<file path="src/rtl/scaux_pkg.sv">
package scaux_pkg;
	// Internal tick divider
	localparam int         TICK_DIV        = 16;
	// Pitch period counter figures
	localparam logic [13:0] PPC_STEP        = 14'h0020;
	localparam logic [13:0] PPC_IRQ_LIM     = 14'h0200;
	localparam logic [13:0] PPC_EXC_LIM     = 14'h0140;
	// Mode register bit positions
	localparam int         MODE_LPC_BIT    = 1;
	localparam int         MODE_EXTERNAL_ROM_ENABLE_BIT_BIT = 4;
	localparam int         MODE_RAM_SOURCE_SELECT_BIT_BIT = 5;
	localparam logic [7:0] MODE_RESET      = 8'h00;
	// Register port word addresses
	localparam logic [3:0] ADDR_MODE       = 4'h0;
	localparam logic [3:0] ADDR_TIMER      = 4'h1;
	localparam logic [3:0] ADDR_PITCH      = 4'h2;
	localparam logic [3:0] ADDR_PPC        = 4'h3;
	localparam logic [3:0] ADDR_SAR        = 4'h4;
	localparam logic [3:0] ADDR_FLAGS      = 4'h5;
	localparam logic [3:0] ADDR_UNPACK     = 4'h6;
	// Bits per unpacking byte
	localparam logic [3:0] UNPACK_BITS     = 4'h8;
	// Fetch source codes
	typedef enum logic [1:0] {
		SRC_ROM,
		SRC_RAM,
		SRC_EXT
	} scaux_src_t;
	// Unpacker states
	typedef enum logic {
		UP_IDLE,
		UP_WAIT
	} scaux_up_t;
endpackage

</file>
<file path="src/rtl/scaux_timer.sv">
module scaux_timer
	import scaux_pkg::*;
(
	input  wire logic       ref_clk,
	input  wire logic       reset_n,
	input  wire logic       load_timer,
	input  wire logic       load_prescaler,
	input  wire logic [7:0] load_val,
	input  wire logic       l2_ack,
	output logic [7:0]      timer_q,
	output logic [7:0]      psc_q,
	output logic            l2_req_q
);
	logic [3:0] div_q;
	logic       tick;
	logic [7:0] preset_q;
	logic       loaded_q;
	logic       psc_wrap;
	logic       tmr_wrap;

	// Sixteen-cycle tick divider
	always_ff @(posedge ref_clk) begin
		if (!reset_n)
			div_q <= 4'h0;
		else
			div_q <= div_q + 4'h1;
	end
	assign tick = (div_q == 4'(TICK_DIV - 1));

	// Wrap events, timer gated until first load
	assign psc_wrap = tick && (psc_q == 8'h00);
	assign tmr_wrap = psc_wrap && loaded_q && (timer_q == 8'h00);

	// Preset latch
	always_ff @(posedge ref_clk) begin
		if (!reset_n)
			preset_q <= 8'h00;
		else if (load_prescaler)
			preset_q <= load_val;
	end

	// Prescaler counter; direct write only before timer init
	always_ff @(posedge ref_clk) begin
		if (!reset_n)
			psc_q <= 8'h00;
		else if (load_prescaler && !loaded_q)
			psc_q <= load_val;
		else if (psc_wrap)
			psc_q <= preset_q;
		else if (tick)
			psc_q <= psc_q - 8'h01;
	end

	// Once loaded, the timer keeps running until reset
	always_ff @(posedge ref_clk) begin
		if (!reset_n)
			loaded_q <= 1'b0;
		else if (load_timer)
			loaded_q <= 1'b1;
	end

	// Timer; a load beats a same-cycle decrement
	always_ff @(posedge ref_clk) begin
		if (!reset_n)
			timer_q <= 8'h00;
		else if (load_timer)
			timer_q <= load_val;
		else if (psc_wrap && loaded_q)
			timer_q <= timer_q - 8'h01;
	end

	// Pending request; a new wrap wins over the acknowledge
	always_ff @(posedge ref_clk) begin
		if (!reset_n)
			l2_req_q <= 1'b0;
		else if (tmr_wrap)
			l2_req_q <= 1'b1;
		else if (l2_ack)
			l2_req_q <= 1'b0;
	end
endmodule // scaux_timer

</file>
<file path="src/rtl/scaux_top.sv">
// Added by the designer: the register addresses and strobed register access.
module scaux_top
	import scaux_pkg::*;
(
	input  wire logic        REF_CLK,
	input  wire logic        RESET_N,
	// Register port
	input  wire logic [3:0]  REG_ADDR,
	input  wire logic [13:0] REG_WDATA,
	input  wire logic        REG_WR,
	input  wire logic        REG_RD,
	output logic [13:0]      REG_RDATA,
	// Sequencer data
	input  wire logic [13:0] ACC_IN,
	input  wire logic [7:0]  IDX_IN,
	input  wire logic [7:0]  NARROW_IN,
	output logic [13:0]      NARROW_OUT,
	// Status flag and branches
	input  wire logic        STATUS_WR,
	input  wire logic        STATUS_IN,
	output logic             STATUS_OUT,
	input  wire logic        SHORT_BRANCH_INSTR,
	input  wire logic        LONG_BRANCH_INSTR,
	input  wire logic        CALL_INSTR,
	output logic             BRANCH_TAKEN,
	// Interrupt entry and return
	input  wire logic        INT_ENTER,
	input  wire logic        RETURN_FROM_INTERRUPT_INSTR,
	// Arithmetic mode
	input  wire logic        SET_INTEGER_MODE_INSTR,
	input  wire logic        SET_SIGN_EXTEND_INSTR,
	output logic             INT_MODE_OUT,
	// Timer
	input  wire logic        LOAD_TIMER_INSTR,
	input  wire logic        LOAD_PRESCALER_INSTR,
	input  wire logic        L2_ACK,
	output logic [7:0]       TIMER_OUT,
	output logic             L2_REQ,
	// Pitch
	input  wire logic        LOAD_PITCH_INSTR,
	input  wire logic        SPEECH_START,
	input  wire logic        SAMPLE_TICK,
	output logic             L1_REQ,
	output logic             EXCITE_OUT,
	// Unpacker
	input  wire logic        LOAD_UNPACKER_INSTR,
	input  wire logic        BIT_EXTRACT_INSTR,
	input  wire logic [3:0]  BIT_COUNT,
	output logic [7:0]       GET_DATA,
	output logic             GET_DONE,
	output logic             GET_BUSY,
	// Byte fetch; data sampled while the request stands
	output logic             FETCH_REQ,
	output logic [1:0]       FETCH_SRC,
	output logic [13:0]      FETCH_ADDR,
	input  wire logic [7:0]  FETCH_DATA
);
	// Flag state
	logic        status_q;
	logic        int_mode_q;
	logic        sv_status_q;
	logic        sv_int_mode_q;
	logic [7:0]  mode_q;
	logic [13:0] rdata_q;

	// Timer state
	logic [7:0]  timer_val;
	logic        l2_req;

	// Pitch state
	logic [13:0] pitch_q;
	logic [13:0] ppc_q;
	logic [13:0] ppc_d;
	logic [14:0] ppc_diff;
	logic        ppc_pass;
	logic        l1_q;
	logic        lpc_on;

	// Unpacker state
	scaux_up_t   up_q;
	logic [7:0]  sh_q;
	logic [3:0]  left_q;
	logic [3:0]  need_q;
	logic [7:0]  part_q;
	logic        get_pend_q;
	logic [13:0] sar_q;
	logic        freq_q;
	scaux_src_t  fsrc_q;
	logic [13:0] faddr_q;
	logic [7:0]  get_data_q;
	logic        get_done_q;
	scaux_src_t  src_sel;
	logic        get_go;
	logic        get_short;
	logic        up_fill;

	// Narrow operand widening for A and B transfers
	function automatic logic [13:0] widen(
		input logic [7:0] d,
		input logic       int_mode
	);
		if (int_mode)
			widen = {6'h00, d};
		else
			widen = {{6{d[7]}}, d};
	endfunction

	// Top n bits of a byte, right justified; n of zero gives zero
	function automatic logic [7:0] take_bits(
		input logic [7:0] v,
		input logic [3:0] n
	);
		take_bits = v >> (UNPACK_BITS - n);
	endfunction

	assign NARROW_OUT = widen(NARROW_IN, int_mode_q);

	// Status flag: set by instructions, restored on return
	always_ff @(posedge REF_CLK) begin
		if (!RESET_N)
			status_q <= 1'b0;
		else if (RETURN_FROM_INTERRUPT_INSTR)
			status_q <= sv_status_q;
		else if (STATUS_WR)
			status_q <= STATUS_IN;
	end

	// Integer mode flag
	always_ff @(posedge REF_CLK) begin
		if (!RESET_N)
			int_mode_q <= 1'b0;
		else if (RETURN_FROM_INTERRUPT_INSTR)
			int_mode_q <= sv_int_mode_q;
		else if (SET_INTEGER_MODE_INSTR)
			int_mode_q <= 1'b1;
		else if (SET_SIGN_EXTEND_INSTR)
			int_mode_q <= 1'b0;
	end

	// Single save slot; nesting is the controller's concern
	always_ff @(posedge REF_CLK) begin
		if (!RESET_N) begin
			sv_status_q   <= 1'b0;
			sv_int_mode_q <= 1'b0;
		end else if (INT_ENTER) begin
			sv_status_q   <= status_q;
			sv_int_mode_q <= int_mode_q;
		end
	end

	assign STATUS_OUT   = status_q;
	assign INT_MODE_OUT = int_mode_q;

	// Conditional branch decision, combinational for the sequencer
	assign BRANCH_TAKEN = status_q &&
		(SHORT_BRANCH_INSTR || LONG_BRANCH_INSTR || CALL_INSTR);

	// Mode register, written through the register port
	always_ff @(posedge REF_CLK) begin
		if (!RESET_N)
			mode_q <= MODE_RESET;
		else if (REG_WR && REG_ADDR == ADDR_MODE)
			mode_q <= REG_WDATA[7:0];
	end

	assign lpc_on = mode_q[MODE_LPC_BIT];

	// Read data valid only in the cycle after the strobe
	always_ff @(posedge REF_CLK) begin
		if (!RESET_N)
			rdata_q <= 14'h0000;
		else if (REG_RD) begin
			unique case (REG_ADDR)
				ADDR_MODE:   rdata_q <= {6'h00, mode_q};
				ADDR_TIMER:  rdata_q <= {6'h00, timer_val};
				ADDR_PITCH:  rdata_q <= pitch_q;
				ADDR_PPC:    rdata_q <= ppc_q;
				ADDR_SAR:    rdata_q <= sar_q;
				ADDR_FLAGS:  rdata_q <= {11'h000, l2_req, int_mode_q,
					status_q};
				ADDR_UNPACK: rdata_q <= {2'h0, left_q, sh_q};
				default:     rdata_q <= 14'h0000;
			endcase
		end else
			rdata_q <= 14'h0000;
	end

	assign REG_RDATA = rdata_q;

	// Timer and prescaler
	scaux_timer u_timer (
		.ref_clk        (REF_CLK),
		.reset_n        (RESET_N),
		.load_timer     (LOAD_TIMER_INSTR),
		.load_prescaler (LOAD_PRESCALER_INSTR),
		.load_val       (ACC_IN[7:0]),
		.l2_ack         (L2_ACK),
		.timer_q        (timer_val),
		.psc_q          (),
		.l2_req_q       (l2_req)
	);

	assign TIMER_OUT = timer_val;
	assign L2_REQ    = l2_req;

	// Pitch register; software keeps the accumulator end bits clear
	always_ff @(posedge REF_CLK) begin
		if (!RESET_N)
			pitch_q <= 14'h0000;
		else if (LOAD_PITCH_INSTR)
			pitch_q <= ACC_IN;
	end

	// Next period count: step down, reload by the pitch past zero
	always_comb begin
		ppc_diff = {1'b0, ppc_q} - {1'b0, PPC_STEP};
		ppc_pass = ppc_diff[14];
		if (ppc_pass)
			ppc_d = ppc_diff[13:0] + pitch_q;
		else
			ppc_d = ppc_diff[13:0];
	end

	// Pitch period counter, only stepped in LPC mode
	always_ff @(posedge REF_CLK) begin
		if (!RESET_N)
			ppc_q <= 14'h0000;
		else if (SPEECH_START)
			ppc_q <= 14'h0000;
		else if (SAMPLE_TICK && lpc_on)
			ppc_q <= ppc_d;
	end

	// Level-1 pulse on crossing below the limit or a low reload
	always_ff @(posedge REF_CLK) begin
		if (!RESET_N)
			l1_q <= 1'b0;
		else if (SAMPLE_TICK && lpc_on && !SPEECH_START)
			l1_q <= (ppc_d < PPC_IRQ_LIM) &&
				(ppc_pass || ppc_q >= PPC_IRQ_LIM);
		else
			l1_q <= 1'b0;
	end

	assign L1_REQ = l1_q;

	// Excitation window; a pitch under 0x140 cuts the pulse short
	assign EXCITE_OUT = lpc_on && (ppc_q <= PPC_EXC_LIM);

	// Source select: RAM bit dominates the external ROM bit
	always_comb begin
		if (mode_q[MODE_RAM_SOURCE_SELECT_BIT_BIT])
			src_sel = SRC_RAM;
		else if (mode_q[MODE_EXTERNAL_ROM_ENABLE_BIT_BIT])
			src_sel = SRC_EXT;
		else
			src_sel = SRC_ROM;
	end

	// Extract request decode
	assign get_go    = BIT_EXTRACT_INSTR && (up_q == UP_IDLE);
	assign get_short = BIT_COUNT < left_q;
	assign up_fill   = (up_q == UP_WAIT);
	assign GET_BUSY  = up_fill;

	// Unpacker sequence: one fetch in flight at a time
	always_ff @(posedge REF_CLK) begin
		if (!RESET_N)
			up_q <= UP_IDLE;
		else begin
			unique case (up_q)
				UP_IDLE:
					if (LOAD_UNPACKER_INSTR || (get_go && !get_short))
						up_q <= UP_WAIT;
				UP_WAIT:
					up_q <= UP_IDLE;
			endcase
		end
	end

	// Fetch issue; pointer advances for ROM and external ROM refills, not RAM ones
	always_ff @(posedge REF_CLK) begin
		if (!RESET_N) begin
			freq_q  <= 1'b0;
			fsrc_q  <= SRC_ROM;
			faddr_q <= 14'h0000;
			sar_q   <= 14'h0000;
		end else if (up_q == UP_IDLE && LOAD_UNPACKER_INSTR) begin
			freq_q  <= 1'b1;
			fsrc_q  <= src_sel;
			sar_q   <= ACC_IN + 14'h0001;
			if (src_sel == SRC_RAM)
				faddr_q <= {6'h00, IDX_IN};
			else
				faddr_q <= ACC_IN;
		end else if (get_go && !get_short) begin
			freq_q <= 1'b1;
			fsrc_q <= src_sel;
			if (src_sel == SRC_RAM)
				faddr_q <= {6'h00, IDX_IN};
			else begin
				faddr_q <= sar_q;
				sar_q   <= sar_q + 14'h0001;
			end
		end else
			freq_q <= 1'b0;
	end

	assign FETCH_REQ  = freq_q;
	assign FETCH_SRC  = fsrc_q;
	assign FETCH_ADDR = faddr_q;

	// Shift register, bit count and partial result
	always_ff @(posedge REF_CLK) begin
		if (!RESET_N) begin
			sh_q       <= 8'h00;
			left_q     <= 4'h0;
			need_q     <= 4'h0;
			part_q     <= 8'h00;
			get_pend_q <= 1'b0;
		end else if (up_q == UP_IDLE && LOAD_UNPACKER_INSTR) begin
			left_q     <= 4'h0;
			need_q     <= 4'h0;
			part_q     <= 8'h00;
			get_pend_q <= 1'b0;
		end else if (get_go && get_short) begin
			sh_q   <= sh_q << BIT_COUNT;
			left_q <= left_q - BIT_COUNT;
		end else if (get_go) begin
			part_q     <= take_bits(sh_q, left_q);
			need_q     <= BIT_COUNT - left_q;
			left_q     <= 4'h0;
			get_pend_q <= 1'b1;
		end else if (up_fill) begin
			sh_q       <= FETCH_DATA << need_q;
			left_q     <= UNPACK_BITS - need_q;
			need_q     <= 4'h0;
			get_pend_q <= 1'b0;
		end
	end

	// Extract result and completion pulse
	always_ff @(posedge REF_CLK) begin
		if (!RESET_N) begin
			get_data_q <= 8'h00;
			get_done_q <= 1'b0;
		end else if (get_go && get_short) begin
			get_data_q <= take_bits(sh_q, BIT_COUNT);
			get_done_q <= 1'b1;
		end else if (up_fill && get_pend_q) begin
			get_data_q <= (part_q << need_q) |
				take_bits(FETCH_DATA, need_q);
			get_done_q <= 1'b1;
		end else
			get_done_q <= 1'b0;
	end

	assign GET_DATA = get_data_q;
	assign GET_DONE = get_done_q;
endmodule // scaux_top
</file>
<file path="config.mk">
export PLATFORM = sky130hd
export DESIGN_NAME = scaux_top
export DESIGN_NICKNAME = d
export VERILOG_FILES = /design/src/rtl/scaux_pkg.sv /design/src/rtl/scaux_timer.sv /design/src/rtl/scaux_top.sv
export SDC_FILE = /design/constraint.sdc
export NUM_CORES = 1
export LEC_CHECK = 0
export BUFFER_PORTS_ARGS = -buffer_cell sky130_fd_sc_hd__buf_2
export CAP_MARGIN = 10
export CORE_MARGIN = 5
export CORE_UTILIZATION = 45
export CTS_CLUSTER_SIZE = 16
export DETAILED_ROUTE_END_ITERATION = 8
export PLACE_DENSITY = 0.69
export RECOVER_POWER = 25
export SETUP_SLACK_MARGIN = 0.3
export SYNTH_ARGS = -nofsm -noshare
export SYNTH_HDL_FRONTEND = slang
export SYNTH_SLANG_ARGS = --single-unit
</file>
<file path="constraint.sdc">
create_clock -name REF_CLK -period 3.1 [get_ports REF_CLK]
set_input_delay 0.31 -clock REF_CLK [delete_from_list [all_inputs] [get_ports REF_CLK]]
set_output_delay 0.31 -clock REF_CLK [all_outputs]
set_load 0.05 [all_outputs]
</file>
==> report_table.html <==
<table>
<tr><th>Metric</th><th>Value</th></tr>
<tr><th colspan="2">Drt</th></tr>
<tr><td>DRC marker count from the first detailed-route iteration</td><td>760</td></tr>
<tr><td>DRC viols</td><td>0</td></tr>
<tr><td>Iteration count of the initial detailed-routing pass</td><td>6</td></tr>
<tr><td>Routed Wire Length</td><td>29300 um</td></tr>
<tr><td>Number of nets still failing antenna checks after routing</td><td>0</td></tr>
<tr><td>Number of vias per cell</td><td>5.88</td></tr>
<tr><td>Average detailed-routed wire length per instance</td><td>18.5 um</td></tr>
<tr><td>Number of vias after detailed routing</td><td>9306</td></tr>
<tr><th colspan="2">GRT</th></tr>
<tr><td>Most used routing layer</td><td>met2</td></tr>
<tr><td>Global routing met2 resource utilization</td><td>0.393</td></tr>
<tr><td>Global routing usage summed across all routing layers</td><td>0.234</td></tr>
<tr><td>GR Util met3</td><td>0.0412</td></tr>
<tr><td>Global-route wire length before repair</td><td>45800 um</td></tr>
<tr><td>Initial antenna violation count</td><td>0</td></tr>
<tr><td>Global-route met1 utilization</td><td>0.302</td></tr>
<tr><td>Remaining Overflow, GRT</td><td>0</td></tr>
<tr><td>Vias in the first global route</td><td>8732</td></tr>
<tr><td>Largest net degree at the start of global routing</td><td>73</td></tr>
<tr><th colspan="2">Timing</th></tr>
<tr><td>Relative slew slack</td><td>0.318</td></tr>
<tr><td>Final period demand of the worst path</td><td>2.84 ns</td></tr>
<tr><td>Achievable frequency</td><td>352 MHz</td></tr>
<tr><td>Summed negative setup slack over all endpoints</td><td>0 ns</td></tr>
<tr><td>Number of pins exceeding their max-slew limit in the final report</td><td>0</td></tr>
<tr><td>Final setup violation count</td><td>0</td></tr>
<tr><td>Worst clock skew</td><td>0.00883 ns</td></tr>
<tr><td>Part of the cycle the worst path needs</td><td>0.917</td></tr>
<tr><td>Actual slew at the worst max-slew pin</td><td>1.02 ns</td></tr>
<tr><td>Setup repair after global routing missed its margin</td><td>yes</td></tr>
<tr><td>Number of hold violations in the final report</td><td>0</td></tr>
<tr><th colspan="2">Layout</th></tr>
<tr><td>Final standard cell utilization of the core</td><td>0.537</td></tr>
<tr><td>Filler Cells Inserted</td><td>2017</td></tr>
<tr><td>Nets</td><td>1408</td></tr>
<tr><td>Share of cells above drive strength 1</td><td>0.212</td></tr>
<tr><td>Area growth syn-to-layout</td><td>18.1%</td></tr>
<tr><td>Number of antenna repair diodes</td><td>0</td></tr>
<tr><th colspan="2">Min path</th></tr>
<tr><td>Min-delay src</td><td>REG_WDATA[2]</td></tr>
<tr><td>Endpoint of the worst hold-timing path</td><td>mode_q[2]</td></tr>
<tr><td>Depth of the worst hold-timing path</td><td>3</td></tr>
<tr><td>Min-delay worst type</td><td>input port to flop</td></tr>
<tr><th colspan="2">Logic synthesis</th></tr>
<tr><td>Async set-or-reset flop fraction in the synthesized netlist</td><td>0</td></tr>
<tr><td>Avg Cell Area, Syn</td><td>7.98 um2</td></tr>
<tr><td>Sequential share of the synthesized area</td><td>0.317</td></tr>
<tr><td>Ranking of synthesized cells by area</td><td>sky130_fd_sc_hd__dfxtp_1, sky130_fd_sc_hd__mux2i_1, sky130_fd_sc_hd__nor2_1</td></tr>
<tr><td>Area share of the largest cell type after synthesis</td><td>0.317</td></tr>
<tr><td>Largest area contributor in the netlist</td><td>sky130_fd_sc_hd__dfxtp_1</td></tr>
<tr><td>Most common flop cell mapped by yosys</td><td>sky130_fd_sc_hd__dfxtp_1</td></tr>
<tr><td>Top-count cell post-synth</td><td>sky130_fd_sc_hd__dfxtp_1</td></tr>
<tr><td>Synthesized flop and latch total</td><td>151</td></tr>
<tr><td>Combined area of all synthesized cells</td><td>9530 um2</td></tr>
<tr><td>Synth warnings</td><td>0</td></tr>
<tr><td>Top cells by instance count after synthesis</td><td>sky130_fd_sc_hd__dfxtp_1, sky130_fd_sc_hd__nor2_1, sky130_fd_sc_hd__nand2_1, sky130_fd_sc_hd__a21oi_1, sky130_fd_sc_hd__mux2i_1</td></tr>
<tr><td>Syn Nets</td><td>1306</td></tr>
<tr><td>Number of synthesized flops with an enable pin</td><td>0</td></tr>
<tr><td>Number of library cell types mapped by synthesis</td><td>70</td></tr>
<tr><td>Post-Synthesis Cells</td><td>1194</td></tr>
<tr><th colspan="2">Critical path</th></tr>
<tr><td>Flop-to-flop setup slack</td><td>0.26 ns</td></tr>
<tr><td>Highest net fanout along the worst path</td><td>5</td></tr>
<tr><td>Standard cell with the maximum stage delay on the critical path</td><td>sky130_fd_sc_hd__or4_4</td></tr>
<tr><td>Reg2Reg Launch Point</td><td>ppc_q[5]</td></tr>
<tr><td>Family with the most delay on the worst path</td><td>simple AND/OR/NAND/NOR gates</td></tr>
<tr><td>Worst Setup Path Type</td><td>flop to flop</td></tr>
<tr><td>Cells traversed along the worst timing path</td><td>or4_4 -&gt; nor2_4 -&gt; xor2_2 -&gt; ha_1 -&gt; buf_4 -&gt; or3_1 -&gt; nor3_2 -&gt; nor3_2 -&gt; mux2_2 -&gt; and2_1</td></tr>
<tr><td>Data required time at the worst endpoint</td><td>3.42 ns</td></tr>
<tr><td>Worst path max stage delay</td><td>0.54 ns</td></tr>
<tr><td>Number of cells on the worst reg-to-reg path</td><td>10</td></tr>
<tr><td>Terminus of the critical flop-to-flop path</td><td>ppc_q[10]</td></tr>
<tr><td>Arrival time at the worst endpoint</td><td>3.16 ns</td></tr>
<tr><td>Startpoint types</td><td>flop</td></tr>
<tr><td>Buffering stage count on the worst path with inverters included</td><td>1</td></tr>
<tr><td>Critical path endpoint category</td><td>flop</td></tr>
<tr><td>Cell with the most instances on the worst path</td><td>sky130_fd_sc_hd__nor3_2</td></tr>
<tr><th colspan="2">Floorplan</th></tr>
<tr><td>Standard cell core area</td><td>21000 um2</td></tr>
<tr><td>Initial cell density of the core</td><td>0.455</td></tr>
<tr><td>Die height</td><td>156 um</td></tr>
<tr><td>Top-Level Pins</td><td>150</td></tr>
<tr><td>Number of rows in the core area</td><td>53</td></tr>
<tr><td>X dimension of the die</td><td>156 um</td></tr>
<tr><td>Floorplan die area</td><td>24200 um2</td></tr>
<tr><th colspan="2">Clocking</th></tr>
<tr><td>Maximum count of clock buffers along a single path</td><td>2</td></tr>
<tr><td>Number of CTS-inserted buffers</td><td>17</td></tr>
<tr><td>Master cell of the clock root buffer</td><td>sky130_fd_sc_hd__clkbuf_16</td></tr>
<tr><td>Clock slew seen by the registers of the worst setup and hold paths</td><td>0.06 ns</td></tr>
<tr><td>Clk_lat worst skew</td><td>0.43 ns</td></tr>
<tr><td>Number of buffers added to fix hold violations after cts</td><td>0</td></tr>
<tr><td>CTS Sinks</td><td>151</td></tr>
<tr><td>H-tree depth</td><td>4</td></tr>
<tr><td>CTS tree</td><td>done</td></tr>
<tr><th colspan="2">Place</th></tr>
<tr><td>Port buffer count</td><td>129</td></tr>
<tr><td>HPWL after detailed placement</td><td>21300 um</td></tr>
<tr><td>Routability congestion estimate</td><td>0.934</td></tr>
<tr><th colspan="2">Power and ir drop</th></tr>
<tr><td>Power density of the placed cells</td><td>493 nW/um2</td></tr>
<tr><td>Static Leak</td><td>4.56 nW</td></tr>
<tr><td>Total power</td><td>5.55 mW</td></tr>
<tr><td>VDD IR-drop max</td><td>0.365 mV</td></tr>
<tr><th colspan="2">Run status</th></tr>
<tr><td>Status</td><td>completed</td></tr>
<tr><th colspan="2">Job</th></tr>
<tr><td>Number of violations of the max-capacitance limit</td><td>0</td></tr>
</table>
cells in the final DEF (no fill, tap or decap), types with 28 or more instances in the layout:
cell type	instances
sky130_fd_sc_hd__inv_1	30
sky130_fd_sc_hd__o21ai_0	45
sky130_fd_sc_hd__buf_4	44
sky130_fd_sc_hd__nor3_1	30
sky130_fd_sc_hd__dfxtp_1	146
sky130_fd_sc_hd__xnor2_1	28
sky130_fd_sc_hd__nor2_1	142
sky130_fd_sc_hd__mux2i_1	79
sky130_fd_sc_hd__nand3_1	36
sky130_fd_sc_hd__a21oi_1	102
sky130_fd_sc_hd__buf_2	119
sky130_fd_sc_hd__nand2_1	125
metrics by stage:
step	setup WS [ns]	instance area (um2)	cells	hold WS (ns)
6_report	0.258	11300	1584	0.154
2_1_floorplan	0.311	9560	1194	0.402
3_3_place_gp	0.0820	10400	1539	0.418
3_5_place_dp	0.0246	10400	1539	0.425
5_1_grt	0.171	11300	1584	0.149
4_1_cts	0.284	11100	1579	0.140
power by group:
part	switching (mW)	internal [mW]
combinational	0.774	0.479
clock	0.842	1.29
sequential	0.130	2.04
total	1.75	3.80
registers in the layout, summed over array words and instances, names as in the netlist, 8 cells and up:
register,flops
part_q,8
sh_q,8
mode_q,8
ppc_q,14
FETCH_ADDR,14
REG_RDATA,14
sar_q,14
u_timer.timer_q,8
u_timer.psc_q,8
u_timer.preset_q,8
GET_DATA,8
pitch_q,14
area by class of cell:
cell class | count | area, um2 | area share
multi-input cells | 914 | 6140 | 0.546
well taps | 275 | 344 | 0.0306
inverters | 35 | 136 | 0.0121
flip-flops and latches | 151 | 3040 | 0.270
repair buffers | 177 | 997 | 0.0886
clock buffers | 20 | 447 | 0.0397
clock inverters | 12 | 153 | 0.0136
how the worst max path moves through the flow:
| stage | startpoint | endpoint | cells past startpoint |
|---|---|---|---|
| 6_report | ppc_q[5] | ppc_q[10] | 10 |
| 3_3_place_gp | ppc_q[5] | ppc_q[12] | 11 |
| 5_1_grt | ppc_q[7] | L1_REQ | 10 |
| 3_5_place_dp | ppc_q[5] | L1_REQ | 11 |
| 2_1_floorplan | ppc_q[5] | ppc_q[13] | 12 |
| 4_1_cts | ppc_q[5] | ppc_q[13] | 11 |
cell families after synthesis:
group	Yosys count	synth area share
AND/OR/NAND/NOR	425	0.207
AO/OA/AOI/OAI	305	0.211
flip-flops	151	0.317
buffers and inverters	129	0.0579
multiplexers	107	0.121
XOR/XNOR	46	0.0423
adder cells (fa/ha/maj)	31	0.0431
routing by layer:
metal  vias up  part of all wire  wire length, um
met5         -                 0                0
met4         0             0.029              845
met3        66             0.061             1800
met2       353              0.48            14200
met1      4386              0.43            12500
li1       4501                 -                -
repair_timing:
action,4_1_cts,5_1_grt
setup buffers,8,5
gates resized for setup,17,27
setup endpoints to repair,3,4
pin swaps,4,15
worst register-to-register path: cells and delay by family (launching register included):
| kind | cells | cell delay (ns) |
|---|---|---|
| adders and majority gates | 1 | 0.27 |
| DFF | 1 | 0.38 |
| xor gates and xnor gates | 1 | 0.17 |
| muxes | 1 | 0.26 |
| and+or+nand+nor | 6 | 1.49 |
| buffers and inverters | 1 | 0.17 |
(Power assumes the default switching activity.)
